==> config.mk <==
export PLATFORM = sky130hd
export DESIGN_NAME = mlb_bus_ctrl
export DESIGN_NICKNAME = d
export VERILOG_FILES = /design/src/design/mlb_pkg.sv /design/src/design/mlb_bus_ctrl.sv
export SDC_FILE = /design/constraint.sdc
export NUM_CORES = 1
export LEC_CHECK = 0
export BUFFER_PORTS_ARGS = -buffer_cell sky130_fd_sc_hd__buf_4
export CAP_MARGIN = 20
export CORE_MARGIN = 5
export CORE_UTILIZATION = 49
export CTS_BUF_LIST = sky130_fd_sc_hd__clkbuf_8
export DETAILED_ROUTE_END_ITERATION = 6
export PLACE_DENSITY_LB_ADDON = 0.15
export SLEW_MARGIN = 20
export SYNTH_ARGS = -nofsm -noshare
export SYNTH_HDL_FRONTEND = slang
export SYNTH_SLANG_ARGS = --single-unit
==> constraint.sdc <==
create_clock -name clock -period 1.7 [get_ports clock]
set_input_delay 0.34 -clock clock [delete_from_list [all_inputs] [get_ports clock]]
set_output_delay 0.34 -clock clock [all_outputs]
set_load 0.02 [all_outputs]
==> src/design/mlb_pkg.sv <==
// shared constants and types for the minimum-mode local bus control block
package mlb_pkg;

    // ------------------------------------------------------------
    // bus state sequencer
    // ------------------------------------------------------------
    // each bus state spans two clocks: phase 0 is the first half, phase 1
    // the second, so "middle of a state" is the edge into phase 1
    typedef enum logic [2:0] {
        MLB_IDLE  = 3'h0,   // idle state, no cycle; bus owned except after a hold, until the next T1
        MLB_T1    = 3'h1,   // address state
        MLB_T2    = 3'h2,   // strobe start
        MLB_T3    = 3'h3,   // ready sample
        MLB_TW    = 3'h4,   // wait state
        MLB_T4    = 3'h5,   // cycle end
        MLB_HOLDA = 3'h6    // bus handed to another master
    } mlb_state_t;

    // ------------------------------------------------------------
    // values after reset
    // ------------------------------------------------------------
    localparam mlb_state_t RST_STATE = MLB_IDLE;
    localparam logic       RST_PHASE = 1'b0;   // first half of a state
    localparam logic       RST_DRIVE = 1'b1;   // processor owns the bus
    localparam logic       RST_STRB  = 1'b1;   // active-low strobes idle
    localparam logic       RST_LOW   = 1'b0;   // plain low outputs
    localparam logic       PH_FIRST  = 1'b0;   // phase code, first half
    localparam logic       PH_MID    = 1'b1;   // phase code, second half

endpackage

==> src/design/mlb_bus_ctrl.sv <==
// minimum-mode local bus control: bus state sequencer, strobes and hold handshake
//
// How it works
// - minimum-mode pin behaviour only with mode pin high
// - memory/io select valid from prior T4 onward; here only for back-to-back cycles, else from T1
// - control lines float during hold acknowledge
// - write strobe low in T2, T3, waits
// - interrupt acknowledge strobe low in T2, T3, waits
// - address latch pulse high during T1
// - address latch pulse never floats
// - transceiver enable low on every bus cycle
// - read/intack: enable mid T2 to mid T4
// - write: enable start T2 to mid T4
// - bus floats together with hold grant rise
// - hold low drops grant; redrive on next cycle
// - all state kept while clock stopped
// - works at any clock rate, single stepped
// - active cycle releases at T4 only if allowed
// - idle bus released during the next clock
`timescale 1ns/1ps
`default_nettype none

module mlb_bus_ctrl (
    // clock and reset
    input  wire logic clock,
    input  wire logic reset,
    input  wire logic clk_en,
    // strap and handshake pins
    input  wire logic mode_select_pin,
    input  wire logic hold,
    input  wire logic ready,
    // cycle request from the bus interface core
    input  wire logic req_valid,
    input  wire logic req_mem,
    input  wire logic req_write,
    input  wire logic req_intack,
    input  wire logic req_no_release,
    // request status back to the core
    output var  logic req_taken,
    output var  logic cycle_done,
    // bus control pins with their enables
    output var  logic mem_io_select,
    output var  logic mem_io_select_oe,
    output var  logic write_strobe_n,
    output var  logic write_strobe_n_oe,
    output var  logic intack_strobe_n,
    output var  logic intack_strobe_n_oe,
    output var  logic xcvr_direction,
    output var  logic xcvr_direction_oe,
    output var  logic xcvr_enable_n,
    output var  logic xcvr_enable_n_oe,
    output var  logic addr_latch_pulse,
    output var  logic hold_grant,
    output var  logic bus_drive_en
);

    // ------------------------------------------------------------
    // state registers
    // ------------------------------------------------------------
    mlb_pkg::mlb_state_t state_ff;        // current bus state
    mlb_pkg::mlb_state_t nxt_state;
    logic                phase_ff;        // half of the current state
    logic                nxt_phase;
    logic                drive_ff;        // processor owns the bus
    logic                nxt_drive;
    logic                cyc_mem_ff;      // latched cycle attributes
    logic                nxt_cyc_mem;
    logic                cyc_write_ff;
    logic                nxt_cyc_write;
    logic                cyc_intack_ff;
    logic                nxt_cyc_intack;
    logic                cyc_norel_ff;    // cycle may not give up the bus
    logic                nxt_cyc_norel;
    logic                hold_seen_ff;    // hold seen by end of T2
    logic                nxt_hold_seen;

    // ------------------------------------------------------------
    // output registers
    // ------------------------------------------------------------
    logic nxt_req_taken;
    logic nxt_cycle_done;
    logic nxt_mio;
    logic nxt_wr_n;
    logic nxt_intack_strobe_n_n;
    logic nxt_dtr;
    logic nxt_den_n;
    logic nxt_ale;
    logic nxt_grant;
    logic nxt_ctl_oe;

    // helper terms
    logic minmode;      // strap says minimum mode
    logic half_end;     // this edge closes a whole bus state
    logic release_ok;   // hold may take the bus at this T4
    logic strobe_win;   // T2, T3 or wait state
    logic den_win;      // transceiver enable window

    // ------------------------------------------------------------
    // next-state logic
    // ------------------------------------------------------------
    // the sequencer advances one half-state per enabled clock; with
    // clk_en low nothing changes, so a stopped or stepped clock keeps
    // every value for as long as it likes
    always_comb begin
        minmode        = mode_select_pin;
        half_end       = (phase_ff == mlb_pkg::PH_MID);
        // same conditions as request/grant: seen by T2, not a locked cycle
        release_ok     = hold_seen_ff && !cyc_norel_ff;
        nxt_state      = state_ff;
        nxt_phase      = phase_ff;
        nxt_drive      = drive_ff;
        nxt_cyc_mem    = cyc_mem_ff;
        nxt_cyc_write  = cyc_write_ff;
        nxt_cyc_intack = cyc_intack_ff;
        nxt_cyc_norel  = cyc_norel_ff;
        nxt_hold_seen  = hold_seen_ff;
        // pulses keep their value too while the clock is stopped
        nxt_req_taken  = req_taken;
        nxt_cycle_done = cycle_done;
        if (clk_en) begin
            nxt_phase      = !phase_ff;
            nxt_req_taken  = mlb_pkg::RST_LOW;
            nxt_cycle_done = mlb_pkg::RST_LOW;
            // hold is used as it arrives; the requester keeps it synchronous
            if ((state_ff == mlb_pkg::MLB_T1 || state_ff == mlb_pkg::MLB_T2) && hold) begin
                nxt_hold_seen = 1'b1;
            end
            case (state_ff)
                mlb_pkg::MLB_IDLE: begin
                    if (!half_end && hold) begin
                        // idle bus: grant in the second half of this clock
                        nxt_state = mlb_pkg::MLB_HOLDA;
                        nxt_drive = 1'b0;
                    end else if (half_end && req_valid) begin
                        nxt_state      = mlb_pkg::MLB_T1;
                        nxt_drive      = 1'b1;
                        nxt_cyc_mem    = req_mem && !req_intack;
                        nxt_cyc_write  = req_write && !req_intack;
                        nxt_cyc_intack = req_intack;
                        nxt_cyc_norel  = req_no_release;
                        nxt_hold_seen  = 1'b0;
                        nxt_req_taken  = 1'b1;
                    end
                end
                mlb_pkg::MLB_T1: begin
                    if (half_end) begin
                        nxt_state = mlb_pkg::MLB_T2;
                    end
                end
                mlb_pkg::MLB_T2: begin
                    if (half_end) begin
                        nxt_state = mlb_pkg::MLB_T3;
                    end
                end
                mlb_pkg::MLB_T3, mlb_pkg::MLB_TW: begin
                    // ready is looked at only when a state closes
                    if (half_end) begin
                        nxt_state = ready ? mlb_pkg::MLB_T4 : mlb_pkg::MLB_TW;
                    end
                end
                mlb_pkg::MLB_T4: begin
                    if (!half_end && !release_ok && req_valid) begin
                        // next cycle type shows already in this T4
                        nxt_cyc_mem   = req_mem && !req_intack;
                        nxt_cyc_write = req_write && !req_intack;
                    end
                    if (half_end) begin
                        nxt_cycle_done = 1'b1;
                        if (release_ok) begin
                            nxt_state = mlb_pkg::MLB_IDLE;
                        end else if (req_valid) begin
                            nxt_state      = mlb_pkg::MLB_T1;
                            nxt_cyc_mem    = req_mem && !req_intack;
                            nxt_cyc_write  = req_write && !req_intack;
                            nxt_cyc_intack = req_intack;
                            nxt_cyc_norel  = req_no_release;
                            nxt_hold_seen  = 1'b0;
                            nxt_req_taken  = 1'b1;
                        end else begin
                            nxt_state = mlb_pkg::MLB_IDLE;
                        end
                    end
                end
                mlb_pkg::MLB_HOLDA: begin
                    // grant stays until hold is seen low at a state end
                    if (half_end && !hold) begin
                        nxt_state = mlb_pkg::MLB_IDLE;
                    end
                end
                default: begin
                    nxt_state = mlb_pkg::RST_STATE;
                    nxt_phase = mlb_pkg::RST_PHASE;
                end
            endcase
            // maximum mode: sequencer parks, no cycle, no grant
            if (!minmode) begin
                nxt_state      = mlb_pkg::MLB_IDLE;
                nxt_phase      = mlb_pkg::RST_PHASE;
                nxt_drive      = mlb_pkg::RST_DRIVE;
                nxt_req_taken  = 1'b0;
                nxt_cycle_done = 1'b0;
            end
        end

        // pin values follow the next state so the flops line up with it
        strobe_win = (nxt_state == mlb_pkg::MLB_T2) || (nxt_state == mlb_pkg::MLB_T3)
                     || (nxt_state == mlb_pkg::MLB_TW);
        // writes open at T2 start, reads and intack at mid T2; all shut mid T4
        den_win    = (strobe_win && !(nxt_state == mlb_pkg::MLB_T2
                                      && nxt_phase == mlb_pkg::PH_FIRST && !nxt_cyc_write))
                     || (nxt_state == mlb_pkg::MLB_T4 && nxt_phase == mlb_pkg::PH_FIRST);
        nxt_ale    = (nxt_state == mlb_pkg::MLB_T1) && minmode;
        nxt_wr_n   = !(strobe_win && nxt_cyc_write);
        nxt_intack_strobe_n_n = !(strobe_win && nxt_cyc_intack);
        nxt_den_n  = !den_win;
        nxt_mio    = nxt_cyc_mem;
        nxt_dtr    = nxt_cyc_write;
        nxt_grant  = (nxt_state == mlb_pkg::MLB_HOLDA);
        nxt_ctl_oe = nxt_drive && minmode && (nxt_state != mlb_pkg::MLB_HOLDA);
    end

    // ------------------------------------------------------------
    // registers
    // ------------------------------------------------------------
    // only constants under reset; every pin is a flop output
    always_ff @(posedge clock or posedge reset) begin
        if (reset) begin
            state_ff           <= mlb_pkg::RST_STATE;
            phase_ff           <= mlb_pkg::RST_PHASE;
            drive_ff           <= mlb_pkg::RST_DRIVE;
            cyc_mem_ff         <= mlb_pkg::RST_LOW;
            cyc_write_ff       <= mlb_pkg::RST_LOW;
            cyc_intack_ff      <= mlb_pkg::RST_LOW;
            cyc_norel_ff       <= mlb_pkg::RST_LOW;
            hold_seen_ff       <= mlb_pkg::RST_LOW;
            req_taken          <= mlb_pkg::RST_LOW;
            cycle_done         <= mlb_pkg::RST_LOW;
            mem_io_select      <= mlb_pkg::RST_LOW;
            write_strobe_n     <= mlb_pkg::RST_STRB;
            intack_strobe_n    <= mlb_pkg::RST_STRB;
            xcvr_direction     <= mlb_pkg::RST_LOW;
            xcvr_enable_n      <= mlb_pkg::RST_STRB;
            addr_latch_pulse   <= mlb_pkg::RST_LOW;
            hold_grant         <= mlb_pkg::RST_LOW;
            mem_io_select_oe   <= mlb_pkg::RST_LOW;
            write_strobe_n_oe  <= mlb_pkg::RST_LOW;
            intack_strobe_n_oe <= mlb_pkg::RST_LOW;
            xcvr_direction_oe  <= mlb_pkg::RST_LOW;
            xcvr_enable_n_oe   <= mlb_pkg::RST_LOW;
            bus_drive_en       <= mlb_pkg::RST_LOW;
        end else begin
            state_ff           <= nxt_state;
            phase_ff           <= nxt_phase;
            drive_ff           <= nxt_drive;
            cyc_mem_ff         <= nxt_cyc_mem;
            cyc_write_ff       <= nxt_cyc_write;
            cyc_intack_ff      <= nxt_cyc_intack;
            cyc_norel_ff       <= nxt_cyc_norel;
            hold_seen_ff       <= nxt_hold_seen;
            req_taken          <= nxt_req_taken;
            cycle_done         <= nxt_cycle_done;
            mem_io_select      <= nxt_mio;
            write_strobe_n     <= nxt_wr_n;
            intack_strobe_n    <= nxt_intack_strobe_n_n;
            xcvr_direction     <= nxt_dtr;
            xcvr_enable_n      <= nxt_den_n;
            addr_latch_pulse   <= nxt_ale;      // no enable: always driven
            hold_grant         <= nxt_grant;
            mem_io_select_oe   <= nxt_ctl_oe;
            write_strobe_n_oe  <= nxt_ctl_oe;
            intack_strobe_n_oe <= nxt_ctl_oe;
            xcvr_direction_oe  <= nxt_ctl_oe;
            xcvr_enable_n_oe   <= nxt_ctl_oe;
            bus_drive_en       <= nxt_ctl_oe;
        end
    end
endmodule

`default_nettype wire

### Yosys cells after proc, flatten, opt, wreduce, memory -nomap -nowiden

Cells that the tools add are included.

* register bits after elaboration: 18
* input port bits: 11

* equal/unequal tests: 18
* mux-type cells: 66
* bitwise logic cells: 1
* reductions and logical operators: 38

Operator list (number)
* $mux 1: 50
* $mux 3: 9
* $eq 3x3->1 const B: 6
* $logic_and 1x1->1: 18
* $pmux 3 s6: 1
* $eq 3x2->1 const B: 4
* $pmux 1 s2: 6
* $logic_not 1->1: 10
* $ne 2x2->1 const B: 5
* $reduce_and 7->1: 1
* $reduce_or 7->1: 1
* $eq 3x1->1 const B: 2
* $logic_or 1x1->1: 4
* $reduce_and 4->1: 1
* $logic_not 3->1: 1
* $ne 3x3->1 const B: 1
* $reduce_bool 2->1: 1
* $reduce_or 2->1: 1
* $not 1->1: 1

### Longest topological paths before layout

Gate-level depths: netlist (run 1).

* depth in word-level cells: 17
* gate-level depth with buffers: 7

### Worst setup path after synthesis (run 1)

Ideal clock, no wire load.

* path kind: reg2reg
* start point: register state_ff[2]
* end point: register xcvr_enable_n
* arrival: 1667 ps
* path slack: -40 ps
* cell stages (with the launch flop): 8
* clock period less this slack: 1740 ps
* cells stage by stage: dfrtp_1 buf_6 and2_4 nand4_1 a21oi_2 a211o_2 or3_1 a21oi_1

* word-level cells in the longest chain between the ends: 12
* elaborated cells between the ends (all ways): 39
* those cells by class: eq/ne (10); mux (15); bitwise (1); reduce/logical (13)

RTL lines
* start, declared: line mlb_bus_ctrl.sv:60 `mlb_pkg::mlb_state_t state_ff;`
* start signal, assigned: line mlb_bus_ctrl.sv:228 `state_ff <= mlb_pkg::RST_STATE;`
* start signal, assigned: line mlb_bus_ctrl.sv:252 `state_ff <= nxt_state;`
* $eq 3x2->1 or $eq 3x3->1 (tied branches): line mlb_bus_ctrl.sv:128 `case (state_ff)`
* $reduce_or 2->1: line mlb_bus_ctrl.sv:128
* $pmux 3 s6 *: line mlb_bus_ctrl.sv:128
* $mux 3 *: line mlb_bus_ctrl.sv:196 `if (!minmode) begin`
* $mux 3 *: line mlb_bus_ctrl.sv:120 `if (clk_en) begin`
* named net nxt_state[0]: line mlb_bus_ctrl.sv:61 `mlb_pkg::mlb_state_t nxt_state;`
* $eq 3x2->1: line mlb_bus_ctrl.sv:206, mlb_bus_ctrl.sv:209
* $logic_and 1x1->1 (2 in series): line mlb_bus_ctrl.sv:210 `&& nxt_phase == mlb_pkg::PH_FIRST && !nxt_cyc_write))`
* $logic_not 1->1: line mlb_bus_ctrl.sv:209 `den_win = (strobe_win && !(nxt_state == mlb_pkg::MLB_T2`
* $logic_and 1x1->1: line mlb_bus_ctrl.sv:209
* $logic_or 1x1->1 *: line mlb_bus_ctrl.sv:211 `|| (nxt_state == mlb_pkg::MLB_T4 && nxt_phase == mlb_pkg::PH_FIRST);`
* $logic_not 1->1 *: line mlb_bus_ctrl.sv:215 `nxt_den_n = !den_win;`
* named net nxt_den_n: line mlb_bus_ctrl.sv:86 `logic nxt_den_n;`
* end signal, assigned: line mlb_bus_ctrl.sv:242 `xcvr_enable_n <= mlb_pkg::RST_STRB;`
* end signal, assigned: line mlb_bus_ctrl.sv:266 `xcvr_enable_n <= nxt_den_n;`
* end, declared: line mlb_bus_ctrl.sv:50 `output var logic xcvr_enable_n,`

The timed path passes the listed nets; every way through them passes the cells marked *.
A chain may end at the register's enable or synchronous reset.

### Worst setup path in the final report (run 1)

* start point: register state_ff[1]
* end point: register xcvr_enable_n

The elaborated chain is that of the path after synthesis.

==> results of run 1 <==
logic make-up after synthesis:
| family | count (synthesis) | synth area share |
|---|---|---|
| AO/OA/AOI/OAI | 24 | 0.164 |
| XOR/XNOR | 1 | 0.00859 |
| buffers and inverters | 16 | 0.0920 |
| flip-flops | 18 | 0.447 |
| multiplexers | 2 | 0.0221 |
| AND/OR/NAND/NOR | 47 | 0.266 |
stage by stage:
step	worst slack, ns	setup TNS [ns]
floorplan	0.000315	0
global placement	-0.0198	-0.0314
detailed placement	-0.0152	-0.0152
CTS	-0.0234	-0.0234
global route	-0.115	-0.310
finish	-0.0514	-0.0514
metal layers:
metal,share of wire,track usage,vias to the layer above
met2,0.47,0.265,40
li1,-,-,459
met3,0.072,0.0510,8
met1,0.42,0.220,440
met5,0,0,-
met4,0.029,0.0833,0
area by class of cell:
class                      count  area (um2)  share of cell area
timing repair buffer          46         349               0.240
tap                           27        33.8              0.0233
inverter                       6        22.5              0.0155
clock buffer                   4        55.1              0.0379
multi-input combinational     74         533               0.367
sequential                    18         459               0.316
synth_stat cells (all sizes together) (3+ instances only):
cell type,number
nand3b,3
nand3,3
inv,6
o21ai,6
nand4,4
nor2,6
nand2,10
dfrtp,14
nand2b,3
dfstp,4
a21oi,6
buf,10
nor2b,6
critical path, cell delays in order (launching register included):
cell and delay [ns]:
dfrtp_2 0.44, nand3b_1 0.12, o21ai_1 0.07, a41o_1 0.24, a211o_2 0.31, or3_4 0.39
a21oi_2 0.12
report_power, final:
| part | leakage [nW] | switching, mW | internal (mW) |
|---|---|---|---|
| sequential | 0.219 | 0.112 | 0.600 |
| clock | 0.0288 | 0.140 | 0.206 |
| combinational | 0.444 | 0.590 | 0.594 |
| total | 0.692 | 0.843 | 1.40 |
cells in the final DEF, fill, tap and decap left out, drive strengths merged, types with 2 or more instances in the layout:
cell type / instances
buf: 46
dfrtp: 14
nand2: 10
o21ai: 6
inv: 6
nor2: 6
a21oi: 6
nor2b: 6
nand4: 4
clkbuf: 4
dfstp: 4
nand2b: 3
nand3b: 3
nand3: 3
a22o: 2
a31oi: 2
nor3b: 2
mux2: 2
and2: 2
repair_timing:
action	in CTS	in global routing
resized for setup	3	15
pin swaps	0	4
buffers inserted	1	1
setup endpoints to repair	3	7
hold endpoints to repair	0	0
how the worst min path moves through the flow:
stage,slack (ns),to,cells after the start
floorplan,0.28,addr_latch_pulse$_DFF_PP0_,1
global placement,0.37,cyc_mem_ff$_DFFE_PP0P_,3
detailed placement,0.38,bus_drive_en$_DFF_PP0_,3
CTS,0.1,bus_drive_en$_DFF_PP0_,3
global route,0.11,cyc_intack_ff$_DFF_PP0_,3
finish,0.1,cyc_mem_ff$_DFFE_PP0P_,3
==> run summary, run 1 <==
Outcome -> finished, violations left
Failing checks -> setup timing
Share of the synthesized area in the top cell type -> 0.344
Clk_skew -> 0.000757 ns
Placed instance area -> 1320 um2
Mapped Nets -> 119
FF-to-FF path depth -> 6
Static leakage -> 0.692 nW
Num Clock Sinks -> 18
Area Overhead vs Synth -> 42.5%
Top reg by flops -> state_ff
VDD IR max -> 1.08 mV
Unique masters post-synth -> 39
Clock slew at reported path FFs -> 0.06 ns
Max Cap Viol -> 0
Design area -> 1450 um2
Num rows -> 16
Synth Flop Type -> dfrtp_1
Max reg flops -> 3
Post-Syn Area -> 1020 um2
Syn Area/Cell -> 9.44 um2
Core area -> 1980 um2
CTS Buf Count -> 3
RD Place Congestion -> 0.849
Worst setup margin -> -0.0514 ns
Critical Path AT -> 1.95 ns
Kind of critical path -> reg -> reg
DR vias -> 947
Number of synthesized flops with an enable pin -> 0
CTS tree -> yes
Reg2reg end -> xcvr_enable_n$_DFF_PP1_
Min Clock Period, post-route -> 1.75 ns
Sequential fraction of the synthesis area -> 0.447
Vias per inst -> 5.41
Reg2Reg Launch Point -> state_ff[1]$_DFF_PP0_
Synthesis Warnings -> 0
Hold Slack -> 0.0971 ns
Slew Viols, Final -> 0
PnR Total Power -> 2.24 mW
Initial core utilization -> 0.515
Ant diodes -> 0
First-pass DRT Iterations -> 4
Register bit total from synthesis -> 18
Root Buffer -> clkbuf_8
Final setup vio count -> 1
Detailed Route WL -> 2.55 mm
WL per Instance -> 14.6 um
Global Route Usage Sum -> 0.173
Endpoints failing hold -> 0
CP max FO -> 5
Max frequency -> 0.571 GHz
Initial antenna violation count -> 0
Tcrit/Tclk final -> 1.03
Final Util -> 0.733
Slew HR -> 0.709
Synth area leaders -> dfrtp_1 34%, dfstp_2 10%, buf_4 4.4%, nand2_1 3.7%, nor2b_1 3.7%
H-Tree Depth -> 1
Final #Nets -> 160
Die area -> 3090 um2
CP Capture Point -> xcvr_enable_n$_DFF_PP1_
Dpl cells -> 169
I/O Buffers -> 25
Vias in the first global route -> 931
Layout fillers -> 148
FFs w/ async S/R, synth -> 1.00
IO Pins -> 26
Die Height -> 55.6 um
CP Capture Type -> flop
Fin cells -> 175
Launch point of the critical path -> state_ff[1]$_DFF_PP0_
DRC violations left -> 0
CP Launch Type -> flop
Overflow after GRT -> 0
R2R Setup Slk -> -0.05 ns
Clock Tree Buf Depth -> 2
RSZ-0062 raised after global routing -> true
Clock Latency Late Sink -> 0.26 ns
Iter 0 DRT Violations -> 30
Syn Inst Count -> 108
Worst Path Required -> 1.90 ns
First-pass GRT wire length -> 4.24 mm
Layout cells sized above 1 -> 0.514
Worst Tran Pin Value -> 0.433 ns
Post-route ant nets -> 0
CTS Hold Bufs -> 0
Detailed placement HPWL -> 1.79 mm
Hold WC Path Type -> in -> async
Synth area leader -> dfrtp_1
Power Dens Cells -> 1540 nW/um2
Die Span X -> 55.6 um
Largest net degree at the start of global routing -> 19
Power figures use the tool's default switching activity.
==> run 2, diff against run 1 <==
==> constraint.sdc (replaced) <==
create_clock -name clock -period 1.7 [get_ports clock]
set_input_delay 0.17 -clock clock [delete_from_list [all_inputs] [get_ports clock]]
set_output_delay 0.17 -clock clock [all_outputs]
set_load 0.02 [all_outputs]
==> run 2 against run 1 <==
Compared with the run above: the flow still finishes with violations (setup timing); worst setup slack worse by 0.0063 ns; worst hold slack worse by 0.091 ns; cell area down 3.1%; sequential share of layout area up 1.0 points; clock skew up 0.0027 ns; maximum frequency down 0.36%; register-to-register slack about the same; via count up 6.2%; first-iteration DRC count down 13%; non-clock buffer count down 3; critical endpoint unchanged; largest cell class unchanged.
==> run summary, run 2 (same netlist as run 1, synthesis figures left out) <==
Outcome -> finished, violations left
Failing checks -> setup timing
CP Capture Point -> xcvr_enable_n$_DFF_PP1_
Clk_skew -> 0.00347 ns
Global Route Usage Sum -> 0.186
Most used cells in the layout excluding fill and tap cells -> 42 x buf_4, 11 x dfrtp_1, 10 x nand2_1
DR vias -> 1,006
Slew Viols, Final -> 0
Initial core utilization -> 0.515
WL per Instance -> 16.0 um
Clock Latency Late Sink -> 0.26 ns
Num Clock Sinks -> 18
Max reg flops -> 3
R2R Setup Slk -> -0.06 ns
Most common cell after layout, fill and taps aside -> buf_4
Initial antenna violation count -> 0
IO Pins -> 26
CTS Hold Bufs -> 0
Kind of critical path -> reg -> reg
Area Overhead vs Synth -> 38.0%
CP max FO -> 5
Static leakage -> 0.670 nW
Detailed placement HPWL -> 1.92 mm
Launch point of the critical path -> state_ff[2]$_DFF_PP0_
Critical Path AT -> 1.96 ns
Largest net degree at the start of global routing -> 19
Hold WC Path Type -> in -> async
Max Cap Viol -> 0
Worst Tran Pin Value -> 0.675 ns
Overflow after GRT -> 0
Hold Slack -> 0.00610 ns
Endpoints failing hold -> 0
Final #Nets -> 157
VDD IR max -> 1.03 mV
Tcrit/Tclk final -> 1.03
CP Capture Type -> flop
Clock Tree Buf Depth -> 2
Detailed Route WL -> 2.75 mm
RD Place Congestion -> 0.887
I/O Buffers -> 25
Placed instance area -> 1280 um2
Die Span X -> 55.6 um
Max frequency -> 0.569 GHz
Top reg by flops -> state_ff
Num rows -> 16
Ant diodes -> 0
Final setup vio count -> 1
Layout cells sized above 1 -> 0.497
Vias in the first global route -> 1,016
Root Buffer -> clkbuf_8
RSZ-0062 raised after global routing -> true
Fin cells -> 172
CTS Buf Count -> 3
Worst slack, placed -> -0.100 ns
First-pass GRT wire length -> 4.53 mm
H-Tree Depth -> 1
Design area -> 1410 um2
Slew HR -> 0.549
Dpl cells -> 164
Vias per inst -> 5.85
Core area -> 1980 um2
DRC violations left -> 0
Die area -> 3090 um2
Post-route ant nets -> 0
CP Launch Type -> flop
Min Clock Period, post-route -> 1.76 ns
Reg2reg end -> xcvr_enable_n$_DFF_PP1_
Iter 0 DRT Violations -> 26
FF-to-FF path depth -> 6
Worst setup margin -> -0.0577 ns
CTS tree -> yes
Power Dens Cells -> 1560 nW/um2
Worst Path Required -> 1.90 ns
Die Height -> 55.6 um
Reg2Reg Launch Point -> state_ff[2]$_DFF_PP0_
First-pass DRT Iterations -> 4
Clock slew at reported path FFs -> 0.07 ns
-- run 2: cell types whose count changed in the layout (fill, tap and decap cells not counted) --
cell and delta:
nor2b_2 +3, o21ai_1 +1, nor2b_1 -1, o21bai_2 +1, o21bai_4 -1, nand2_1 +1
o21ai_0 -1, or3_4 -1, nor2b_4 -2, buf_4 -3, nand2_2 -1, or3_1 +1
-- run 2: worst min path at each step --
stage | endpoint | cells after the start
final | hold_grant$_DFF_PP0_ | 2
after global routing | hold_grant$_DFF_PP0_ | 2
after CTS | hold_grant$_DFF_PP0_ | 2
after detailed placement | cyc_mem_ff$_DFFE_PP0P_ | 2
after global placement | cyc_mem_ff$_DFFE_PP0P_ | 2
after floorplan | addr_latch_pulse$_DFF_PP0_ | 1
-- run 2: stage by stage --
| step | setup TNS, ns | power, mW | util |
|---|---|---|---|
| after CTS | -0.0673 | 2.10 | 0.689 |
| after global placement | -0.0338 | 1.67 | 0.645 |
| final | -0.0577 | 2.20 | 0.710 |
| after floorplan | 0 | 1.34 | - |
| after detailed placement | -0.100 | 1.69 | 0.645 |
| after global routing | -0.142 | 2.32 | 0.710 |
-- run 2: repair_timing --
| item | CTS | global route |
|---|---|---|
| pin swaps | 2 | 7 |
| buffers inserted | 3 | 1 |
| resized for setup | 4 | 14 |
| endpoints found under the setup margin | 4 | 6 |
-- run 2: where the power goes --
group	switching, mW	internal, mW	leakage [nW]
registers	0.121	0.600	0.219
clock network	0.155	0.206	0.0288
logic	0.574	0.539	0.422
-- run 2: cell type report --
type,instances,area (um2)
inverter,6,22.5
fill,132,574
multi-input combinational,74,510
clock buffer,4,55.1
tap,27,33.8
timing repair buffer,43,327
sequential,18,459
-- run 2: critical path: stages (launching register included) --
cell and delay, ns:
dfrtp_2 0.45, and2_4 0.19, and4_4 0.17, or2_1 0.21, a22o_1 0.21, or3_1 0.34, a21oi_2 0.13
-- run 2: per-layer routing --
metal,up-vias,share of wire,track usage
li1,453,-,-
met1,500,0.39,0.203
met2,46,0.51,0.319
met3,7,0.072,0.0487
met4,0,0.025,0.111
met5,-,0,0
==> run 3, diff against run 2 <==
ABC_AREA = 1   (was not set)
==> run 3 against run 2 <==
Compared with the run above: the flow now finishes without violations; clock skew about the same; power down 15%; sequential power down 7.6%; non-clock buffer count down 14; via count up 0.20%; routed wire length down 10%; worst setup slack better by 0.18 ns; final cell count up 18%; synthesized cell count up 38%; clock-buffer cell count unchanged; largest power group unchanged.
==> run summary, run 3 <==
Clk_skew -> 0.00388 ns
Core area -> 2170 um2
Final setup vio count -> 0
Most frequent CP cell -> nand2_1
Most common cell in the synthesized netlist -> nand2_1
Most common cell after layout, fill and taps aside -> nand2_1
WL per Instance -> 12.1 um
Num Clock Sinks -> 18
Detailed Route WL -> 2.46 mm
IO Pins -> 26
Min Clock Period, post-route -> 1.58 ns
Synth Flop Type -> dfrtp_1
RD Place Congestion -> 0.824
FF-to-FF path depth -> 12
Unique masters post-synth -> 24
Multi-input gate area -> 515 um2
Power Dens Cells -> 1370 nW/um2
Clock Power Share -> 0.186
Detailed placement HPWL -> 1.90 mm
Mapped Nets -> 160
Int Pwr -> 1.09 mW
Vias in the first global route -> 918
Switching fraction of total power -> 0.415
Die area -> 3260 um2
Hold WC Path Type -> in -> async
VDD IR max -> 0.950 mV
Synth area leaders -> dfrtp_1 32%, nand2_1 14%, dfstp_2 9.7%, nor2_1 6.2%, nand3_1 5.5%
Die Height -> 57.1 um
Placed instance area -> 1260 um2
Overflow after GRT -> 0
Top reg by flops -> state_ff
Number of synthesized flops with an enable pin -> 0
Fin cells -> 203
Global Route Usage Sum -> 0.157
Post-Syn Area -> 1090 um2
Kind of critical path -> reg -> reg
First-pass GRT wire length -> 4.04 mm
First-pass DRT Iterations -> 4
Clock Tree Buf Depth -> 2
Tcrit/Tclk final -> 0.927
Initial antenna violation count -> 0
Final #Nets -> 187
CTS Buf Count -> 3
CP Launch Type -> flop
CP Cell Sequence -> nor2_4 > nand2_2 > nor2_2 > nor2_1 > nand2_1 > nand2_1 > nand2_2 > inv_2 > nor2_4 > o21ai_2 > nand2_1 > nor2_1
Slowest cell on crit path -> dfrtp_2
Syn Area/Cell -> 7.29 um2
Register bit total from synthesis -> 18
Clock Latency Late Sink -> 0.25 ns
Share of the synthesized area in the top cell type -> 0.323
FFs w/ async S/R, synth -> 1.00
CP max stage delay -> 0.48 ns
Worst Tran Pin Value -> 0.680 ns
Design area -> 1360 um2
Outcome -> finished clean
Worst Path Required -> 1.89 ns
I/O Buffers -> 25
Ant diodes -> 0
Max reg flops -> 3
DR vias -> 1,008
Max Cap Viol -> 0
Gate power share -> 0.456
Slew HR -> 0.546
Post-route ant nets -> 0
DRC violations left -> 0
Most used cells in the layout excluding fill and tap cells -> 41 x nand2_1, 29 x buf_4, 18 x nor2_1
Dpl cells -> 196
Post-synth top cells -> 41 x nand2_1, 18 x nor2_1, 14 x dfrtp_1, 13 x inv_1, 12 x nand3_1
Syn Inst Count -> 149
Register area -> 460 um2
Critical Path AT -> 1.77 ns
Static leakage -> 0.721 nW
Iter 0 DRT Violations -> 25
CP max FO -> 7
Psw -> 0.773 mW
Die Span X -> 57.1 um
CP Capture Type -> flop
Area Overhead vs Synth -> 24.8%
Sequential power share -> 0.358
Initial core utilization -> 0.501
Clock slew at reported path FFs -> 0.07 ns
Root Buffer -> clkbuf_8
Largest net degree at the start of global routing -> 19
Post-Route Setup TNS -> 0 ns
Slew Viols, Final -> 0
Synth area leader -> dfrtp_1
H-Tree Depth -> 1
CTS tree -> yes
Sequential fraction of the synthesis area -> 0.419
Num rows -> 17
Endpoints failing hold -> 0
Max frequency -> 0.634 GHz
Synthesis Warnings -> 0
Vias per inst -> 4.97
Layout fillers -> 205
Layout cells sized above 1 -> 0.354
==> run 3: changes by cell type in the layout (fill, tap and decap cells not counted), sizes merged, moves of 3 or more <==
cell	change
nand2	+35
nor2	+17
buf	-14
inv	+13
nand3	+10
o21ai	+8
nor2b	-6
a21oi	-3
nand2b	-3
==> run 3: repair_timing <==
item | 4_1_cts | 5_1_grt
endpoints found under the setup margin | 0 | 5
hold endpoints to repair | 0 | 0
buffers inserted | 0 | 3
hold buffers | 0 | 0
gates resized for setup | 0 | 7
==> run 3: logic make-up after synthesis <==
logic type | synth area share
simple gates | 0.348
buf+inv | 0.114
flops | 0.419
compound gates | 0.109
mux | 0.00922
==> run 3: power groups by stage <==
| stage | registers, mW | clock network [mW] | logic, mW |
|---|---|---|---|
| floorplan | 0.698 | 0 | 0.546 |
| global placement | 0.657 | 0 | 0.792 |
| detailed placement | 0.662 | 0 | 0.799 |
| CTS | 0.654 | 0.355 | 0.809 |
| global route | 0.682 | 0.385 | 0.941 |
| finish | 0.666 | 0.347 | 0.849 |
==> run 3: layout make-up <==
type                    instances  share of cell area
multi-input cells             105               0.380
flip-flops and latches         18               0.340
repair buffers                 29               0.161
inverters                      19              0.0526
clock buffers                   4              0.0406
well taps                      28              0.0259
==> run 3: final timing paths <==
check | from | slack (ns) | end
max | state_ff[0]$_DFF_PP0_ | 0.12 | xcvr_enable_n$_DFF_PP1_
min | reset | 0.02 | bus_drive_en$_DFF_PP0_
max reg2reg | state_ff[0]$_DFF_PP0_ | 0.12 | xcvr_enable_n$_DFF_PP1_
min reg2reg | cycle_done$_DFFE_PP0P_ | 0.51 | cycle_done$_DFFE_PP0P_
max in group asynchronous | reset | 1.21 | half_end$_DFF_PP0_
min in group clock | req_no_release | 0.13 | cyc_norel_ff$_DFFE_PP0P_
==> run 3: critical path: cells and delay by family (launching register included) <==
kind            cells  cell delay, ns
compound gates      1            0.07
buf+inv             1            0.07
flops               1            0.48
simple gates       10            0.90
==> run 3: per-layer routing <==
layer / share of wire / up-vias / GRT usage
met5: 0 / - / 0
met4: 0.0098 / 0 / 0.0298
met3: 0.060 / 4 / 0.0543
met2: 0.51 / 27 / 0.268
met1: 0.42 / 460 / 0.192
li1: - / 517 / -
==> run 3: metrics by stage <==
step | power, mW | hold slack [ns] | setup WS [ns] | utilization
after floorplan | 1.24 | 0.106 | 0.291 | -
after global placement | 1.45 | 0.308 | 0.0945 | 0.582
after detailed placement | 1.46 | 0.319 | 0.0471 | 0.582
after CTS | 1.82 | 0.0459 | 0.0181 | 0.608
after global routing | 2.01 | 0.0831 | -0.0153 | 0.625
final | 1.86 | 0.0211 | 0.124 | 0.625
